`config.mk`:
```
export PLATFORM = sky130hd
export DESIGN_NAME = drsq_ref_select
export DESIGN_NICKNAME = d
export VERILOG_FILES = /design/src/include/drsq_pkg.sv /design/src/verilog/drsq_ref_select.sv
export SDC_FILE = /design/constraint.sdc
export NUM_CORES = 1
export LEC_CHECK = 0
export ABC_AREA = 1
export BUFFER_PORTS_ARGS = -buffer_cell sky130_fd_sc_hd__clkbuf_2
export CAP_MARGIN = 20
export CORE_MARGIN = 10
export CORE_UTILIZATION = 45
export DETAILED_ROUTE_END_ITERATION = 7
export HOLD_SLACK_MARGIN = 0.05
export PLACE_DENSITY = 0.68
export RECOVER_POWER = 25
export REMOVE_ABC_BUFFERS = 1
export SYNTH_ARGS = -nofsm -noshare
export SYNTH_HDL_FRONTEND = slang
export SYNTH_SLANG_ARGS = --single-unit
export TNS_END_PERCENT = 20
```
`constraint.sdc`:
```
create_clock -name core_clk -period 17.8 [get_ports core_clk]
set_input_delay 3.56 -clock core_clk [delete_from_list [all_inputs] [get_ports core_clk]]
set_output_delay 3.56 -clock core_clk [all_outputs]
set_load 0.02 [all_outputs]
```
`src/include/drsq_pkg.sv`:
```
// Constants and types for the DPLL reference selection and qualification block
package drsq_pkg;
	localparam int NUM_REFS = 2;
	localparam int NUM_MONS = 4;
	localparam int ADDR_W = 8;
	localparam int DATA_W = 32;
	localparam int PRIO_W = 3;
	localparam int VT_W = 24;
	localparam int SLEW_W = 16;

	// Register offsets (byte addresses, one word each)
	localparam logic [ADDR_W-1:0] OFS_CTRL = 8'h00;
	localparam logic [ADDR_W-1:0] OFS_PRIO = 8'h04;
	localparam logic [ADDR_W-1:0] OFS_MON_EN = 8'h08;
	localparam logic [ADDR_W-1:0] OFS_VTIMER0 = 8'h0c;
	localparam logic [ADDR_W-1:0] OFS_VTIMER1 = 8'h10;
	localparam logic [ADDR_W-1:0] OFS_SLEW = 8'h14;
	localparam logic [ADDR_W-1:0] OFS_STATUS = 8'h18;

	// Control register fields
	localparam int CTRL_MODE_LSB = 0;
	localparam int CTRL_MAN_PIN = 2;
	localparam int CTRL_MAN_CHOICE = 3;
	localparam int CTRL_SLEW_EN = 4;
	localparam int CTRL_ZDS = 5;
	localparam int CTRL_OSC_BYP = 6;
	localparam int CTRL_PPS_LSB = 8;
	localparam int CTRL_W = 10;
	localparam logic [CTRL_W-1:0] CTRL_RESET = 10'h000;

	// Priority register: input n priority at bits 4n+2..4n
	localparam int PRIO_STRIDE = 4;
	localparam logic [PRIO_W-1:0] PRIO_IGNORE = 3'h0;
	localparam logic [7:0] PRIO_RESET = 8'h21;

	// Monitor enables: input n uses bits 4n+3..4n (freq, miss, runt, phase-valid)
	localparam logic [NUM_REFS*NUM_MONS-1:0] MON_EN_RESET = 8'h00;
	localparam logic [VT_W-1:0] VTIMER_RESET = 24'h000400;

	// Slew register: step limit low half, step timer high half
	localparam int SLEW_TMR_LSB = 16;
	localparam logic [SLEW_W-1:0] SLEW_LIMIT_RESET = 16'h0010;
	localparam logic [SLEW_W-1:0] SLEW_TIMER_RESET = 16'h0040;

	// Status register fields
	localparam int ST_SEL_IDX = 0;
	localparam int ST_SEL_ACT = 1;
	localparam int ST_LOOP_LSB = 2;
	localparam int ST_QUAL_LSB = 4;
	localparam int ST_FLAG_LSB = 8;
	localparam int ST_OSC_LOSS = 12;
	localparam int ST_SLEW_ACT = 13;
	localparam int ST_HITLESS = 14;

	typedef enum logic [1:0] {
		MODE_AUTO_REVERT = 2'b00,
		MODE_AUTO_NONREVERT = 2'b01,
		MODE_MAN_FALLBACK = 2'b10,
		MODE_MAN_HOLDOVER = 2'b11
	} drsq_mode_type;

	typedef enum logic [1:0] {
		LOOP_FREE_RUN = 2'b00,
		LOOP_HOLDOVER = 2'b01,
		LOOP_TRACKING = 2'b10
	} drsq_loop_type;
endpackage

```
`src/verilog/drsq_ref_select.sv`:
```
// Reference priority selection, qualification, oscillator check and phase slew for one DPLL
`timescale 1ns/1ps

module drsq_ref_select (
	input wire logic core_clk,
	input wire logic rstn,
	input wire logic [drsq_pkg::ADDR_W-1:0] reg_addr,
	input wire logic [drsq_pkg::DATA_W-1:0] reg_wdata,
	input wire logic reg_wr,
	input wire logic reg_rd,
	output logic [drsq_pkg::DATA_W-1:0] reg_rdata,
	input wire logic [drsq_pkg::NUM_REFS*drsq_pkg::NUM_MONS-1:0] mon_flags_raw,
	input wire logic osc_in_range,
	input wire logic man_sel_pin,
	input wire logic history_valid,
	input wire logic refs_freq_locked,
	input wire logic signed [drsq_pkg::SLEW_W-1:0] phase_target,
	output logic [drsq_pkg::NUM_REFS*drsq_pkg::NUM_MONS-1:0] mon_status_pins,
	output logic sel_idx_pin,
	output logic sel_active_pin,
	output logic [1:0] loop_state,
	output logic [drsq_pkg::NUM_REFS-1:0] ref_qualified,
	output logic osc_input_loss_flag,
	output logic osc_valid,
	output logic hitless_enable,
	output logic slew_active,
	output logic signed [drsq_pkg::SLEW_W-1:0] phase_out
);
	import drsq_pkg::*;

	localparam int NR = NUM_REFS;
	localparam int NM = NUM_MONS;

	// Best qualified input with nonzero priority; ties go to the first input
	function automatic logic [1:0] best_ref(input logic [NR-1:0] q,
			input logic [PRIO_W-1:0] p0, input logic [PRIO_W-1:0] p1);
		logic c0;
		logic c1;
		c0 = q[0] && (p0 != PRIO_IGNORE);
		c1 = q[1] && (p1 != PRIO_IGNORE);
		if (c0 && c1) begin
			best_ref = {1'b1, (p1 < p0)};
		end else begin
			best_ref = {c0 | c1, c1 & ~c0};
		end
	endfunction

	// Reset release
	logic rst_s1_q;
	logic rst_n_q;
	always_ff @(posedge core_clk or negedge rstn) begin
		if (!rstn) begin
			rst_s1_q <= 1'b0;
			rst_n_q <= 1'b0;
		end else begin
			rst_s1_q <= 1'b1;
			rst_n_q <= rst_s1_q;
		end
	end

	// Pin synchronisers: a change counts once stages two and three agree
	logic [1:0] pin_s1_q;
	logic [1:0] pin_s2_q;
	logic [1:0] pin_s3_q;
	logic [1:0] pin_q;
	always_ff @(posedge core_clk or negedge rst_n_q) begin
		if (!rst_n_q) begin
			pin_s1_q <= 2'h0;
			pin_s2_q <= 2'h0;
			pin_s3_q <= 2'h0;
			pin_q <= 2'h0;
		end else begin
			pin_s1_q <= {osc_in_range, man_sel_pin};
			pin_s2_q <= pin_s1_q;
			pin_s3_q <= pin_s2_q;
			for (int i = 0; i < 2; i++) begin
				if (pin_s2_q[i] == pin_s3_q[i]) begin
					pin_q[i] <= pin_s3_q[i];
				end
			end
		end
	end
	logic man_pin_sync;
	logic osc_range_sync;
	assign man_pin_sync = pin_q[0];
	assign osc_range_sync = pin_q[1];

	// Configuration registers
	logic [CTRL_W-1:0] ctrl_q;
	logic [7:0] prio_q;
	logic [NR*NM-1:0] mon_en_q;
	logic [VT_W-1:0] vtimer_q [NR];
	logic [SLEW_W-1:0] slew_limit_q;
	logic [SLEW_W-1:0] slew_timer_q;

	always_ff @(posedge core_clk or negedge rst_n_q) begin
		if (!rst_n_q) begin
			ctrl_q <= CTRL_RESET;
			prio_q <= PRIO_RESET;
			mon_en_q <= MON_EN_RESET;
			slew_limit_q <= SLEW_LIMIT_RESET;
			slew_timer_q <= SLEW_TIMER_RESET;
		end else if (reg_wr) begin
			case (reg_addr)
				OFS_CTRL: ctrl_q <= reg_wdata[CTRL_W-1:0];
				OFS_PRIO: prio_q <= reg_wdata[7:0];
				OFS_MON_EN: mon_en_q <= reg_wdata[NR*NM-1:0];
				OFS_SLEW: begin
					slew_limit_q <= reg_wdata[SLEW_W-1:0];
					slew_timer_q <= reg_wdata[SLEW_TMR_LSB +: SLEW_W];
				end
				default: begin
				end
			endcase
		end
	end

	always_ff @(posedge core_clk or negedge rst_n_q) begin
		if (!rst_n_q) begin
			vtimer_q[0] <= VTIMER_RESET;
			vtimer_q[1] <= VTIMER_RESET;
		end else if (reg_wr && reg_addr == OFS_VTIMER0) begin
			vtimer_q[0] <= reg_wdata[VT_W-1:0];
		end else if (reg_wr && reg_addr == OFS_VTIMER1) begin
			vtimer_q[1] <= reg_wdata[VT_W-1:0];
		end
	end

	drsq_mode_type mode;
	logic [PRIO_W-1:0] prio0;
	logic [PRIO_W-1:0] prio1;
	logic [NR-1:0] pps_cfg;
	assign mode = drsq_mode_type'(ctrl_q[CTRL_MODE_LSB +: 2]);
	assign prio0 = prio_q[0 +: PRIO_W];
	assign prio1 = prio_q[PRIO_STRIDE +: PRIO_W];
	assign pps_cfg = ctrl_q[CTRL_PPS_LSB +: NR];

	// Per-input qualification
	logic [NR*NM-1:0] flags_masked;
	logic [NR-1:0] qual_q;
	assign flags_masked = mon_flags_raw & mon_en_q;
	generate
		for (genvar g = 0; g < NR; g++) begin : g_qual
			logic [VT_W-1:0] cnt_q;
			logic any_flag;
			assign any_flag = |flags_masked[g*NM +: NM];
			always_ff @(posedge core_clk or negedge rst_n_q) begin
				if (!rst_n_q) begin
					cnt_q <= '0;
					qual_q[g] <= 1'b0;
				end else if (any_flag) begin
					cnt_q <= '0;
					qual_q[g] <= 1'b0;
				end else if (cnt_q >= vtimer_q[g]) begin
					qual_q[g] <= 1'b1;
				end else begin
					cnt_q <= cnt_q + 1'b1;
				end
			end
		end
	endgenerate

	// Selection
	logic man_choice;
	logic [1:0] best;
	logic sel_idx_q;
	logic sel_act_q;
	logic nxt_idx;
	logic nxt_act;
	assign man_choice = ctrl_q[CTRL_MAN_PIN] ? man_pin_sync : ctrl_q[CTRL_MAN_CHOICE];
	assign best = best_ref(qual_q, prio0, prio1);

	always_comb begin
		nxt_idx = sel_idx_q;
		nxt_act = 1'b0;
		case (mode)
			MODE_AUTO_REVERT: begin
				nxt_act = best[1];
				nxt_idx = best[0];
			end
			MODE_AUTO_NONREVERT: begin
				if (sel_act_q && qual_q[sel_idx_q] &&
						(prio_q[PRIO_STRIDE*sel_idx_q +: PRIO_W] != PRIO_IGNORE)) begin
					nxt_act = 1'b1;
				end else begin
					nxt_act = best[1];
					nxt_idx = best[0];
				end
			end
			MODE_MAN_FALLBACK: begin
				if (qual_q[man_choice]) begin
					nxt_act = 1'b1;
					nxt_idx = man_choice;
				end else begin
					nxt_act = best[1];
					nxt_idx = best[0];
				end
			end
			MODE_MAN_HOLDOVER: begin
				nxt_act = qual_q[man_choice];
				nxt_idx = man_choice;
			end
			default: begin
				nxt_act = 1'b0;
			end
		endcase
	end

	// Loop state machine; mux follows the machine or the manual choice
	drsq_loop_type loop_q;
	drsq_loop_type loop_d;
	always_comb begin
		case (nxt_act)
			1'b1: loop_d = LOOP_TRACKING;
			default: loop_d = history_valid ? LOOP_HOLDOVER : LOOP_FREE_RUN;
		endcase
	end

	logic switch_evt;
	logic both_pps;
	assign both_pps = &pps_cfg;
	assign switch_evt = nxt_act && ((loop_q != LOOP_TRACKING) ||
			(nxt_idx != sel_idx_q));

	always_ff @(posedge core_clk or negedge rst_n_q) begin
		if (!rst_n_q) begin
			loop_q <= LOOP_FREE_RUN;
			sel_idx_q <= 1'b0;
			sel_act_q <= 1'b0;
		end else begin
			loop_q <= loop_d;
			sel_act_q <= nxt_act;
			if (nxt_act) begin
				sel_idx_q <= nxt_idx;
			end
		end
	end

	// Hitless only when not switching 1-PPS inputs under zero-delay sync
	logic hitless_ok;
	assign hitless_ok = !(both_pps && ctrl_q[CTRL_ZDS]);

	// Phase slew: move output phase toward target by at most limit per timer period
	logic slew_q;
	logic [SLEW_W-1:0] step_cnt_q;
	logic signed [SLEW_W-1:0] phase_q;
	logic slew_start;
	logic signed [SLEW_W:0] diff;
	logic signed [SLEW_W:0] lim;
	assign slew_start = switch_evt && ctrl_q[CTRL_SLEW_EN] && hitless_ok &&
			((loop_q != LOOP_TRACKING) || !refs_freq_locked);
	assign diff = {phase_target[SLEW_W-1], phase_target} - {phase_q[SLEW_W-1], phase_q};
	assign lim = {1'b0, slew_limit_q};

	always_ff @(posedge core_clk or negedge rst_n_q) begin
		if (!rst_n_q) begin
			slew_q <= 1'b0;
			step_cnt_q <= '0;
			phase_q <= '0;
		end else if (slew_start) begin
			slew_q <= 1'b1;
			step_cnt_q <= '0;
		end else if (slew_q) begin
			if (diff == '0) begin
				slew_q <= 1'b0;
			end else if (step_cnt_q + 1'b1 >= slew_timer_q) begin
				step_cnt_q <= '0;
				if (diff > lim) begin
					phase_q <= phase_q + slew_limit_q;
				end else if (diff < -lim) begin
					phase_q <= phase_q - slew_limit_q;
				end else begin
					phase_q <= phase_target;
				end
			end else begin
				step_cnt_q <= step_cnt_q + 1'b1;
			end
		end else begin
			phase_q <= phase_target;
		end
	end

	// Oscillator check
	logic osc_loss_q;
	always_ff @(posedge core_clk or negedge rst_n_q) begin
		if (!rst_n_q) begin
			osc_loss_q <= 1'b1;
		end else begin
			osc_loss_q <= !osc_range_sync;
		end
	end

	// Status pins and flags
	logic [NR*NM-1:0] pins_q;
	logic [NM-1:0] sel_flags;
	always_ff @(posedge core_clk or negedge rst_n_q) begin
		if (!rst_n_q) begin
			pins_q <= '0;
		end else begin
			pins_q <= flags_masked;
		end
	end
	assign sel_flags = sel_act_q ? pins_q[sel_idx_q*NM +: NM] : '0;

	assign mon_status_pins = pins_q;
	assign sel_idx_pin = sel_idx_q;
	assign sel_active_pin = sel_act_q;
	assign loop_state = loop_q;
	assign ref_qualified = qual_q;
	assign osc_input_loss_flag = osc_loss_q;
	assign osc_valid = ctrl_q[CTRL_OSC_BYP] | !osc_loss_q;
	assign hitless_enable = hitless_ok;
	assign slew_active = slew_q;
	assign phase_out = phase_q;

	// Read port: data one cycle after the strobe, unmapped reads zero
	logic [DATA_W-1:0] rdata_q;
	logic [DATA_W-1:0] status_word;
	always_comb begin
		status_word = '0;
		status_word[ST_SEL_IDX] = sel_idx_q;
		status_word[ST_SEL_ACT] = sel_act_q;
		status_word[ST_LOOP_LSB +: 2] = loop_q;
		status_word[ST_QUAL_LSB +: NR] = qual_q;
		status_word[ST_FLAG_LSB +: NM] = sel_flags;
		status_word[ST_OSC_LOSS] = osc_loss_q;
		status_word[ST_SLEW_ACT] = slew_q;
		status_word[ST_HITLESS] = hitless_ok;
	end

	always_ff @(posedge core_clk or negedge rst_n_q) begin
		if (!rst_n_q) begin
			rdata_q <= '0;
		end else if (reg_rd) begin
			case (reg_addr)
				OFS_CTRL: rdata_q <= DATA_W'(ctrl_q);
				OFS_PRIO: rdata_q <= DATA_W'(prio_q);
				OFS_MON_EN: rdata_q <= DATA_W'(mon_en_q);
				OFS_VTIMER0: rdata_q <= DATA_W'(vtimer_q[0]);
				OFS_VTIMER1: rdata_q <= DATA_W'(vtimer_q[1]);
				OFS_SLEW: rdata_q <= {slew_timer_q, slew_limit_q};
				OFS_STATUS: rdata_q <= status_word;
				default: rdata_q <= '0;
			endcase
		end else begin
			rdata_q <= '0;
		end
	end
	assign reg_rdata = rdata_q;
endmodule

```
# Yosys cells after proc, flatten, opt, wreduce, memory -nomap -nowiden
# Cells that the tools add are included.
# W data, S select, Z words.
# classes
magnitude_cmp	8
muxes	37
bitwise_logic	7
n_shift	2
addsub	7
n_reduce_logical	37
n_eq_ne	18
# op_table
op	n
$pmux W32 S7	1
$mux W16	9
$mux W24	4
$add A24 B1 Y24 const B	2
$ge A24 B24 Y1	2
$mux W32	1
$eq A8 B5 Y1 const B	3
$gt A17 B17 Y1	1
$logic_not A17 Y1	1
$lt A17 B17 Y1	1
$mux W1	17
$neg A16 Y17	1
$sub A16 B16 Y17	1
$add A16 B1 Y16 const B	1
$add A16 B16 Y16	1
$eq A8 B4 Y1 const B	2
$ge A16 B16 Y1	1
$sub A16 B16 Y16	1
$reduce_and A2 Y1	7
$logic_and A1 B1 Y1	12
$ne A2 B2 Y1 const B	5
$reduce_bool A3 Y1	3
$and A8 B8 Y8	1
$eq A8 B3 Y1 const B	1
22 further kinds	37
# word_totals
reg_bits	244
wordCells	143

# Longest topological paths before layout
# Gate-level depths: netlist of run 1.
# logic_depth
depth_word	15
depth_mapped	29
depth_no_buf	29

# Least setup slack after synthesis of run 1
# No wires, ideal clock.
# synth_timing
path_kind	input port to flip-flop
start	input phase_target[0] in the netlist's numbering
end	register phase_q[0] (netlist: phase_out[0])
slack_ps	11193
n_path_buf	0
cell_stages	25
arrival_ps	6490
setup_time_ps	117
t_required_ps	17683
path_cell_list	inv_1 ha_1 fa_1 inv_1 nand3_1 nand2_2 nand3_2 nand3_2 a21oi_2 o21ai_1 nand2_2 ha_1 nand4_1 nor2_1 nand4_1 nor2_1 nor2_4 nand2_2 nand2_4 nand2_4 nand2_1 nand2_1 nand2_1 nand3_2 nand2_1
# synth_via
elab_chain_len	7
word_cells_on_any_way	11
cone_classes	add/sub: 1; order compare: 2; eq/ne: 1; mux: 5; reduce/logical: 2
# synth_lines
item	line_no	source
start, declared	drsq_ref_select.sv:17	input wire logic signed [drsq_pkg::SLEW_W-1:0] phase_target,
$sub A16 B16 Y17	drsq_ref_select.sv:252	assign diff = {phase_target[SLEW_W-1], phase_target} - {phase_q[SLEW_W-1], phase_q};
$lt A17 B17 Y1	drsq_ref_select.sv:270	end else if (diff < -lim) begin
$mux W16	drsq_ref_select.sv:270	
$mux W16	drsq_ref_select.sv:268	if (diff > lim) begin
$mux W16	drsq_ref_select.sv:266	end else if (step_cnt_q + 1'b1 >= slew_timer_q) begin
$mux W16	drsq_ref_select.sv:264	if (diff == '0) begin
$mux W16	drsq_ref_select.sv:263	end else if (slew_q) begin
end signal, assigned	drsq_ref_select.sv:269	phase_q <= phase_q + slew_limit_q;
end signal, assigned	drsq_ref_select.sv:271	phase_q <= phase_q - slew_limit_q;
end signal, assigned	drsq_ref_select.sv:273	phase_q <= phase_target;
end, declared	drsq_ref_select.sv:246	logic signed [SLEW_W-1:0] phase_q;
# Several ways; a longest one is shown, not always the timed one. The select of a mux whose other input is x is not followed.
# A chain may end at the register's enable or synchronous reset.

# Worst setup path in the final report of run 1
# Same ends and word-level chain as after synthesis.

==> results of run 1 <==
## placed cells by master, fill, tap and decap left out, types with 10 or more instances in the layout
master / instances
nand2_1: 433
inv_1: 357
dfrtp_1: 236
o21ai_0: 165
nor2_1: 155
ha_1: 148
a21oi_1: 137
clkbuf_2: 137
nand3_1: 112
xor2_1: 61
nor3_1: 44
clkbuf_16: 28
nand4_1: 25
nor2_2: 19
clkbuf_1: 19
a31oi_1: 18
o22ai_1: 17
nor4_1: 15
a21oi_2: 14
nand2_2: 13
a221oi_1: 13
buf_4: 11
nand3_2: 10
## power groups by stage
| stage | registers, mW | clock network [mW] | logic [mW] |
|---|---|---|---|
| after floorplan | 0.735 | 0 | 1.11 |
| after global placement | 0.725 | 0 | 1.51 |
| after detailed placement | 0.728 | 0 | 1.53 |
| after CTS | 0.718 | 0.565 | 1.54 |
| after global routing | 0.729 | 0.589 | 1.74 |
| final | 0.720 | 0.551 | 1.54 |
## state kept, by name (all words and copies together), names as in the netlist, 2 cells and up
name,flops
pin_s1_q,2
ref_qualified,2
reg_rdata,32
pin_s3_q,2
step_cnt_q,16
loop_state,2
mon_en_q,8
pin_q,2
vtimer_q,48
g_qual.cnt_q,48
prio_q,8
phase_out,16
slew_timer_q,16
slew_limit_q,16
mon_status_pins,8
pin_s2_q,2
ctrl_q,10
## cells by family (layout without fill, tap and decap cells)
group	count (synthesis)	count (layout)	share of synthesized area, %
muxes	1	1	0.136
adders and majority gates	153	153	11.6
buffers and inverters	423	568	9.99
AOI/OAI and AO/OA	425	425	14.9
and+or+nand+nor	855	855	22.9
other	1	1	0.0226
xor gates and xnor gates	70	70	3.78
DFF	243	243	36.6
## worst paths after layout
kind / cells past startpoint / to / startpoint / slack (ns)
min: 0 / pin_s2_q[1] / pin_s1_q[1] / 0.35
min reg2reg: 0 / pin_s2_q[1] / pin_s1_q[1] / 0.35
max in group asynchronous: 2 / slew_timer_q[15] / rst_n_q / 12.03
max: 26 / phase_out[0] / phase_target[0] / 11.15
min in group asynchronous: 0 / reg_rdata[1] / rst_n_q / 1.07
max reg2reg: 2 / slew_timer_q[15] / rst_n_q / 12.03
## per-layer routing
layer  part of all wire [%]  GRT usage (%)  wire [µm]  vias to the layer above
met4                    2.3           6.10       1150                        0
met1                     43           28.4      21800                     7139
li1                       -              -          -                     7351
met3                    5.1           2.24       2580                       77
met2                     50           39.3      25200                      426
met5                      0              0          0                        -
## layout make-up
cell class / instances / share of cell area (%)
clock buffer: 48 / 4.34
clock inverter: 4 / 0.303
inverter: 366 / 7.42
multi-input combinational: 1505 / 47.8
sequential: 243 / 32.8
tap: 468 / 3.15
timing repair buffer: 150 / 4.18
## worst max-delay path, cell delays in order
cell and delay, ns:
clkbuf_2 0.08, inv_1 0.05, ha_1 0.26, fa_1 0.42, inv_1 0.09, nand3_1 0.09, nand2_2 0.13, nand3_2 0.09
nand3_2 0.12, a21oi_2 0.08, o21ai_1 0.14, nand2_2 0.12, ha_1 0.47, nand4_1 0.16, nor2_1 0.12, nand4_1 0.10
nor2_1 0.22, nor2_4 0.08, nand2_2 0.13, nand2_4 0.09, nand2_4 0.14, nand2_1 0.12, nand2_1 0.07, nand2_1 0.06
nand3_2 0.05, nand2_1 0.05
## through the flow
step                      worst slack (ns)  hold slack, ns  utilization (%)  std cells  power, mW
after floorplan                      10.54           0.331                -       2114       1.84
after global placement               10.71           0.334             48.5       2732       2.24
after detailed placement             10.56           0.339             48.5       2732       2.26
after CTS                            11.17           0.353             50.9       2784       2.82
after global routing                 10.88           0.357             50.9       2784       3.05
final                                11.15           0.350             50.9       2784       2.81
==> summary.txt, run 1 <==
Run status
  – Failing checks: capacitance limit, slew limit
  – Status: complete, but fails checks

CTS
  – Total CTS buffers: 28
  – TritonCTS clock tree: done
  – Sink Count: 243
  – Clock tree buffer depth: 3
  – Root buffer cell: clkbuf_16
  – Post-CTS Setup Bufs: 0
  – Clk Latency, worst-skew pair: 0.57 ns
  – H-tree depth: 1
  – Post-cts sizing count: 0
  – Worst-path clk slew: 0.06 ns
  – CTS Hold Bufs: 0

Timing
  – Worst setup skew after layout: 0.0233 ns
  – Rel. slew slack: -152%
  – RSZ-0062 raised after global routing: no
  – Tmin final: 6.65 ns
  – Final hold violation count: 0
  – Final setup TNS: 0 ns
  – Fin. max-slew vios: 195
  – Worst slew pin tran: 3.79 ns
  – Final Cycle Share: 37.4%
  – Final setup vio count: 0
  – Fmax: 150 MHz

Detailed routing
  – DR vias/cell: 5.39
  – DR vias: 15,000
  – WL per Instance: 18.2 µm
  – Initial DRC Count: 1,188
  – Routed WL: 50,700 µm
  – DRT antenna net count: 0
  – Detailed-router iteration count before antenna repair: 8
  – DRC errors left: 0

Synth
  – Post-synthesis sequential area ratio: 36.6%
  – Synthesized cell area: 16,600 µm²
  – Asr flop ratio synth: 100%
  – Post-synthesis instance total: 2,171
  – Number of synthesized flops with an enable pin: 0
  – Top cells by count, synth: nand2_1 (434), inv_1 (357), dfrtp_1 (236), o21ai_0 (163), nor2_1 (155)
  – Post-synth top flop: dfrtp_1
  – Most area-consuming cells after synthesis: dfrtp_1 (36%), ha_1 (11%), nand2_1 (9.8%), inv_1 (8.1%), o21ai_0 (4.9%)
  – #FFs+latches synth: 243
  – Ys Warns: 0
  – Share of the synthesized area in the top cell type: 35.5%
  – Yosys top cell by area: dfrtp_1
  – Yosys cell types: 62
  – Syn avg cell area: 7.66 µm²
  – Most frequent cell after synthesis: nand2_1

Power and ir drop
  – Psw: 1.35 mW
  – LEAKAGE: 9.26 nW
  – Internal power component: 1.46 mW
  – Pwr/cell area: 152 nW/µm²
  – Comb power frac: 54.8%
  – Sw Ratio: 48.0%
  – Flop pwr share: 25.6%
  – Peak VDD IR: 0.0743 mV
  – Clk pwr share: 19.6%

Setup path
  – Critical Path AT: 7.11 ns
  – Critical Path RT: 18.26 ns
  – Worst-path fanout max: 10
  – Crit end category: flip-flop
  – Setup crit start kind: primary input
  – Crit path kind: in -> reg

Placed design
  – # port buffers: 137
  – DP HPWL: 39,600 µm
  – Placed Area: 17,700 µm²
  – GPL Wtd Cong: 0.947

Final layout
  – Layout cells sized above 1: 12.3%
  – P&R area growth vs syn: 11.8%
  – # diodes: 0
  – Final net count: 2,517
  – Area of the multi-input gates: 8880 µm²
  – Finished Cell Area: 18,600 µm²
  – Fill count: 3,523
  – Reg area: 6090 µm²

Global route
  – Vias in the first global route: 14,800
  – GR Overflow Total: 0
  – Largest net degree at the start of global routing: 72
  – GRT Resource Usage Total: 22.3%
  – First-pass GRT wire length: 80,300 µm
  – Initial antenna violation count: 0

Worst hold path
  – Class of the worst hold path: reg -> reg

Flow run
  – Max Cap Viol: 3

Floorplan
  – Die area: 45,000 µm²
  – Chip Height: 212 µm
  – Row cnt: 70
  – Initial Util: 45.5%
  – Core area: 36,500 µm²
  – Die X: 212 µm
  – # IOs: 138
Note: power is estimated with default switching activity, not from simulation.
==> inputs of run 2 (changes only) <==
PLACE_DENSITY = 0.7   (was 0.68)
clock period = 5.8 ns   (was 17.8 ns; I/O delays follow)
==> summary.txt, run 2 (synthesis gave the netlist of run 1 again) <==
Final layout
  – Post-layout util: 51.2% (+0.34 points)
  – Most common cell after layout, fill and taps aside: nand2_1
  – Area of the multi-input gates: 8880 µm² (about the same)
  – Leading cell types in the layout, fill and taps excluded: nand2_1 (433), inv_1 (357), dfrtp_1 (236)
  – Final net count: 2,518 (+0.040%)
  – Reg area: 6090 µm² (unchanged)
  – Layout cells sized above 1: 12.7% (+0.43 points)
  – Finished Cell Area: 18,700 µm² (+0.66%)
  – Fill count: 3,550 (+0.77%)
  – # diodes: 0 (unchanged)
  – P&R area growth vs syn: 12.5%

Timing
  – Worst setup skew after layout: 0.0180 ns (-0.00534 ns)
  – Rel. slew slack: -75.6% (+77 points)
  – Final Cycle Share: 74.1%
  – Final setup vio count: 0 (unchanged)
  – Fin. max-slew vios: 100 (-49%)
  – Final hold violation count: 0 (unchanged)
  – Worst slew pin tran: 2.63 ns (-1.15 ns)
  – Fmax: 233 MHz
  – Post-route worst setup slack: 1.50 ns (-9.65 ns)
  – Tmin final: 4.30 ns
  – RSZ-0062 raised after global routing: no

Setup path
  – Crit end category: flip-flop
  – CP Launch Point: phase_target[0]
  – Critical Path RT: 6.27 ns (-11.99 ns)
  – Critical path capture point: phase_out[0]
  – Setup crit start kind: primary input
  – Worst-path fanout max: 10 (unchanged)
  – Crit path kind: in -> reg
  – R2r endpoint: g_qual[0].cnt_q[18]
  – Worst reg2reg path depth: 1 (-1)
  – FF-to-FF setup slack: 1.54 ns (-10.49 ns)
  – RR Startpoint: rst_n_q
  – Critical Path AT: 4.77 ns (-2.34 ns)

Floorplan
  – Die X: 212 µm (unchanged)
  – # IOs: 138 (unchanged)
  – Chip Height: 212 µm (unchanged)
  – Initial Util: 45.5% (unchanged)
  – Row cnt: 70 (unchanged)
  – Core area: 36,500 µm² (unchanged)
  – Die area: 45,000 µm² (unchanged)

Power and ir drop
  – LEAKAGE: 9.33 nW (+0.68%)
  – Pwr/cell area: 473 nW/µm² (+210%)
  – Peak VDD IR: 0.236 mV (+220%)

CTS
  – Sink Count: 243 (unchanged)
  – TritonCTS clock tree: done
  – Clk Latency, worst-skew pair: 0.58 ns (about the same)
  – Total CTS buffers: 28 (unchanged)
  – Root buffer cell: clkbuf_16
  – Post-CTS Setup Bufs: 0 (unchanged)
  – Post-cts sizing count: 0 (unchanged)
  – Worst-path clk slew: 0.07 ns (about the same)
  – H-tree depth: 1 (unchanged)
  – CTS Hold Bufs: 0 (unchanged)
  – Clock tree buffer depth: 3 (unchanged)

Detailed routing
  – Detailed-router iteration count before antenna repair: 6 (-2)
  – Initial DRC Count: 1,210 (+1.9%)
  – DR vias: 15,100 (+0.74%)
  – WL per Instance: 18.3 µm (+0.72%)
  – Routed WL: 51,100 µm (+0.72%)
  – DRC errors left: 0 (unchanged)
  – DRT antenna net count: 0 (unchanged)
  – DR vias/cell: 5.43 (+0.74%)

Global route
  – First-pass GRT wire length: 81,000 µm (+0.86%)
  – Vias in the first global route: 15,000 (+1.6%)
  – Largest net degree at the start of global routing: 145 (+100%)
  – GR Overflow Total: 0 (unchanged)
  – Initial antenna violation count: 0 (unchanged)
  – GRT Resource Usage Total: 22.5% (+0.16 points)

Run status
  – Status: complete, but fails checks
  – Failing checks: capacitance limit, slew limit

Placed design
  – GPL Wtd Cong: 0.910 (-3.9%)
  – Place WS: 0.940 ns (-9.62 ns)
  – DP HPWL: 39,700 µm (+0.30%)
  – # port buffers: 137 (unchanged)
  – Placed Area: 17,700 µm² (about the same)

Worst hold path
  – Beginning of the worst hold path: pin_s1_q[1]
  – Class of the worst hold path: reg -> reg
  – WHS Path Cells: 0 (unchanged)

Flow run
  – Max Cap Viol: 2 (-1)
[run 2: cell count changes in the layout (fill, tap and decap cells not counted), sizes merged]
cell	before	now
inv	363	364
clkinv	6	8
bufinv	1	3
buf	11	13
clkinvlp	0	1
clkbuf	187	179
[run 2: cell type report]
type | instances | share of cell area, %
multi-input cells | 1505 | 47.5
flip-flops and latches | 243 | 32.6
inverters | 366 | 7.38
repair buffers | 151 | 4.34
clock buffers | 41 | 4.28
well taps | 468 | 3.13
clock inverters | 10 | 0.783
[run 2: report_power, final]
group	leakage, nW	switching (mW)	internal (mW)
Sequential	3.21	0.309	1.91
Combinational	5.66	3.16	1.62
Clock	0.460	0.751	1.09
Total	9.33	4.22	4.62
[run 2: worst min path at each step]
stage               slack, ns           to
finish                   0.35  pin_s2_q[1]
detailed placement       0.34  pin_s2_q[1]
floorplan                0.33  pin_s2_q[0]
CTS                      0.33      rst_n_q
global route             0.35      rst_n_q
global placement         0.34  pin_s2_q[0]
[run 2: critical path, cell delays in order]
cell,delay (ns)
clkbuf_2,0.09
inv_1,0.06
ha_1,0.26
fa_1,0.43
inv_1,0.09
nand3_1,0.08
nand2_2,0.12
nand3_2,0.10
nand3_2,0.11
a21oi_2,0.08
o21ai_1,0.15
nand2_2,0.13
ha_1,0.47
nand4_1,0.18
nor2_1,0.13
nand4_1,0.10
nor2_1,0.24
nor2_4,0.07
nand2_2,0.13
nand2_4,0.09
nand2_4,0.13
nand2_1,0.12
nand2_1,0.08
nand2_1,0.06
nand3_2,0.05
nand2_1,0.05
[run 2: per-stage QoR]
step	hold slack, ns	std cells	power, mW	TNS (ns)
floorplan	0.331	2114	5.65	-341.90
global placement	0.337	2732	6.90	0
detailed placement	0.340	2732	6.97	0
CTS	0.335	2783	8.85	0
global route	0.355	2784	9.58	0
finish	0.351	2784	8.84	0
[run 2: layer usage]
metal | share of wire [%] | global-route usage, %
met1 | 43 | 28.3
met2 | 48 | 38.6
met3 | 5.3 | 2.95
met4 | 3.6 | 7.96
met5 | 0 | 0
==> inputs of run 3 (changes only) <==
PLACE_DENSITY = 0.68   (was 0.7)
clock period = 4.45 ns   (was 5.8 ns; I/O delays follow)
==> summary.txt, run 3 (synthesis gave the netlist of run 1 again) <==
Setup path
  – Critical Path AT: 4.43 ns (-0.34 ns)
  – Crit end category: flip-flop
  – RR Startpoint: step_cnt_q[0]
  – R2r endpoint: phase_out[15]
  – Crit path kind: reg -> reg
  – Setup crit start kind: flip-flop
  – Worst reg2reg path depth: 21 (+20)
  – Critical Path RT: 4.93 ns (-1.34 ns)
  – Worst-path fanout max: 17 (+7)
  – FF-to-FF setup slack: 0.50 ns (-1.04 ns)

Flow run
  – Max Cap Viol: 1 (-1)

CTS
  – Clock tree buffer depth: 3 (unchanged)
  – Root buffer cell: clkbuf_16
  – Clk Latency, worst-skew pair: 0.61 ns (+0.03 ns)
  – Worst-path clk slew: 0.06 ns (about the same)
  – Post-CTS Setup Bufs: 0 (unchanged)
  – Sink Count: 243 (unchanged)
  – H-tree depth: 1 (unchanged)
  – Total CTS buffers: 29 (+3.6%)
  – TritonCTS clock tree: done

Placed design
  – GPL Wtd Cong: 0.983 (+8.0%)
  – Place WS: 0.0690 ns (-0.871 ns)
  – Placed Area: 17,800 µm² (+0.39%)
  – Placed Cells: 2,738 (+0.22%)
  – # port buffers: 137 (unchanged)
  – DP HPWL: 39,300 µm (-0.88%)

Detailed routing
  – DRC errors left: 0 (unchanged)
  – DRT antenna net count: 0 (unchanged)
  – Detailed-router iteration count before antenna repair: 6 (unchanged)
  – DR vias/cell: 5.42 (about the same)
  – Initial DRC Count: 1,261 (+4.2%)
  – DR vias: 15,100 (+0.27%)
  – Routed WL: 50,600 µm (-0.96%)
  – WL per Instance: 18.1 µm (-1.2%)

Timing
  – Post-route worst setup slack: 0.503 ns (-1.00 ns)
  – Final setup vio count: 0 (unchanged)
  – Fin. max-slew vios: 69 (-31%)
  – Worst setup skew after layout: 0.0583 ns (+0.0403 ns)
  – Final setup TNS: 0 ns (unchanged)
  – Worst slew pin tran: 2.97 ns (+0.335 ns)
  – Final Cycle Share: 88.7%
  – RSZ-0062 raised after global routing: no
  – Final hold violation count: 0 (unchanged)
  – Rel. slew slack: -97.9% (-22 points)
  – Tmin final: 3.95 ns
  – WHS: 0.351 ns (+0.000404 ns)
  – Fmax: 253 MHz

Final layout
  – P&R area growth vs syn: 13.3%
  – Finished Cell Area: 18,800 µm² (+0.76%)
  – Most common cell after layout, fill and taps aside: nand2_1
  – Layout cells sized above 1: 13.4% (+0.64 points)
  – # diodes: 0 (unchanged)
  – Leading cell types in the layout, fill and taps excluded: nand2_1 (433), inv_1 (357), dfrtp_1 (236)
  – Fill count: 3,580 (+0.85%)
  – Final net count: 2,525 (+0.28%)
  – Post-layout util: 51.6% (+0.39 points)
  – Final Non-Filler Cells: 2,792 (+0.29%)

Worst hold path
  – WHS Endpoint: pin_s2_q[1]
  – Class of the worst hold path: reg -> reg
  – Beginning of the worst hold path: pin_s1_q[1]
  – WHS Path Cells: 0 (unchanged)

Floorplan
  – Die area: 45,000 µm² (unchanged)
  – Chip Height: 212 µm (unchanged)
  – Die X: 212 µm (unchanged)
  – # IOs: 138 (unchanged)
  – Initial Util: 45.5% (unchanged)
  – Core area: 36,500 µm² (unchanged)
  – Row cnt: 70 (unchanged)

Power and ir drop
  – Comb power frac: 53.4% (-0.7 points)
  – Final Power: 11.7 mW (+32%)
  – Pwr/cell area: 620 nW/µm² (+31%)
  – Clk pwr share: 21.9% (+1.1 points)
  – Sw Ratio: 47.3% (-0.45 points)
  – Internal power component: 6.15 mW (+33%)
  – LEAKAGE: 9.40 nW (+0.78%)
  – Peak VDD IR: 0.271 mV (+15%)
  – Flop pwr share: 24.7% (-0.4 points)
  – Psw: 5.52 mW (+31%)

Global route
  – M3 GR Usage: 2.67% (-0.28 points)
  – Met2 usage: 39.3% (+0.76 points)
  – GRT Resource Usage Total: 22.3% (-0.17 points)
  – Vias in the first global route: 14,900 (-1.0%)
  – Met1 usage in global routing: 28.2% (-0.16 points)
  – Initial antenna violation count: 0 (unchanged)
  – GR Overflow Total: 0 (unchanged)
  – First-pass GRT wire length: 80,400 µm (-0.71%)
  – Gr busiest metal: met2
  – Largest net degree at the start of global routing: 71 (-51%)

Run status
  – Status: complete, but fails checks
  – Failing checks: capacitance limit, slew limit
==> run 3: cell count changes in the layout (fill, tap and decap cells not counted), moves of 2 or more <==
cell and delta:
nor3_1 -2, buf_4 +5, clkinv_2 +3, clkbuf_1 -7
nor3_2 +2
==> run 3: cell type report <==
| type | count | area [µm²] | share of cell area, % |
|---|---|---|---|
| repair buffers | 157 | 860 | 4.56 |
| well taps | 468 | 586 | 3.11 |
| clock inverters | 17 | 220 | 1.17 |
| inverters | 366 | 1380 | 7.32 |
| flip-flops and latches | 243 | 6090 | 32.3 |
| multi-input cells | 1505 | 8900 | 47.3 |
| clock buffers | 36 | 802 | 4.26 |
==> run 3: power by group through the flow <==
stage                     combinational (mW)  sequential (mW)  clock (mW)
final                                   6.24             2.88        2.56
after global placement                  6.06             2.90           0
after floorplan                         4.42             2.94           0
after CTS                               6.20             2.88        2.60
after detailed placement                6.16             2.91           0
after global routing                    7.02             2.92        2.69
==> run 3: worst max path at each step <==
stage                     from            end  slack [ns]  cells after the start
4_1_cts          step_cnt_q[0]  phase_out[15]        0.33                     22
3_5_place_dp   phase_target[0]   phase_out[0]        0.07                     27
5_1_grt          step_cnt_q[0]   phase_out[3]        0.02                     22
2_1_floorplan          rst_n_q      ctrl_q[0]       -2.81                      0
6_report         step_cnt_q[0]  phase_out[15]        0.50                     21
3_3_place_gp   phase_target[0]   phase_out[0]        0.17                     27
==> run 3: worst max-delay path, stage by stage, from the launching register on <==
cell      delay [ns]
dfrtp_1         0.46
ha_1            0.23
nand3_1         0.13
nor3_1          0.27
nand3_1         0.17
nor3_1          0.30
nand3_1         0.18
nand3b_1        0.20
xor2_1          0.16
ha_1            0.27
nand2_1         0.06
inv_1           0.06
nand3_1         0.12
nor3_2          0.19
nand2_1         0.07
nand3_1         0.13
nor2_1          0.07
a21oi_2         0.15
nand2_4         0.21
inv_6           0.25
nor2_1          0.06
a21oi_1         0.11
==> run 3: repair_timing <==
action / 4_1_cts / 5_1_grt
setup endpoints to repair: 0 / 32
endpoints found under the hold margin: 2 / 0
hold buffers: 1 / 0
resized for setup: 0 / 3
==> run 3: per-layer routing <==
layer | vias up | wire [µm] | part of all wire (%)
li1 | 7361 | - | -
met5 | - | 0 | 0
met4 | 0 | 1140 | 2.3
met1 | 7236 | 21200 | 42
met3 | 71 | 3090 | 6.1
met2 | 477 | 25100 | 50
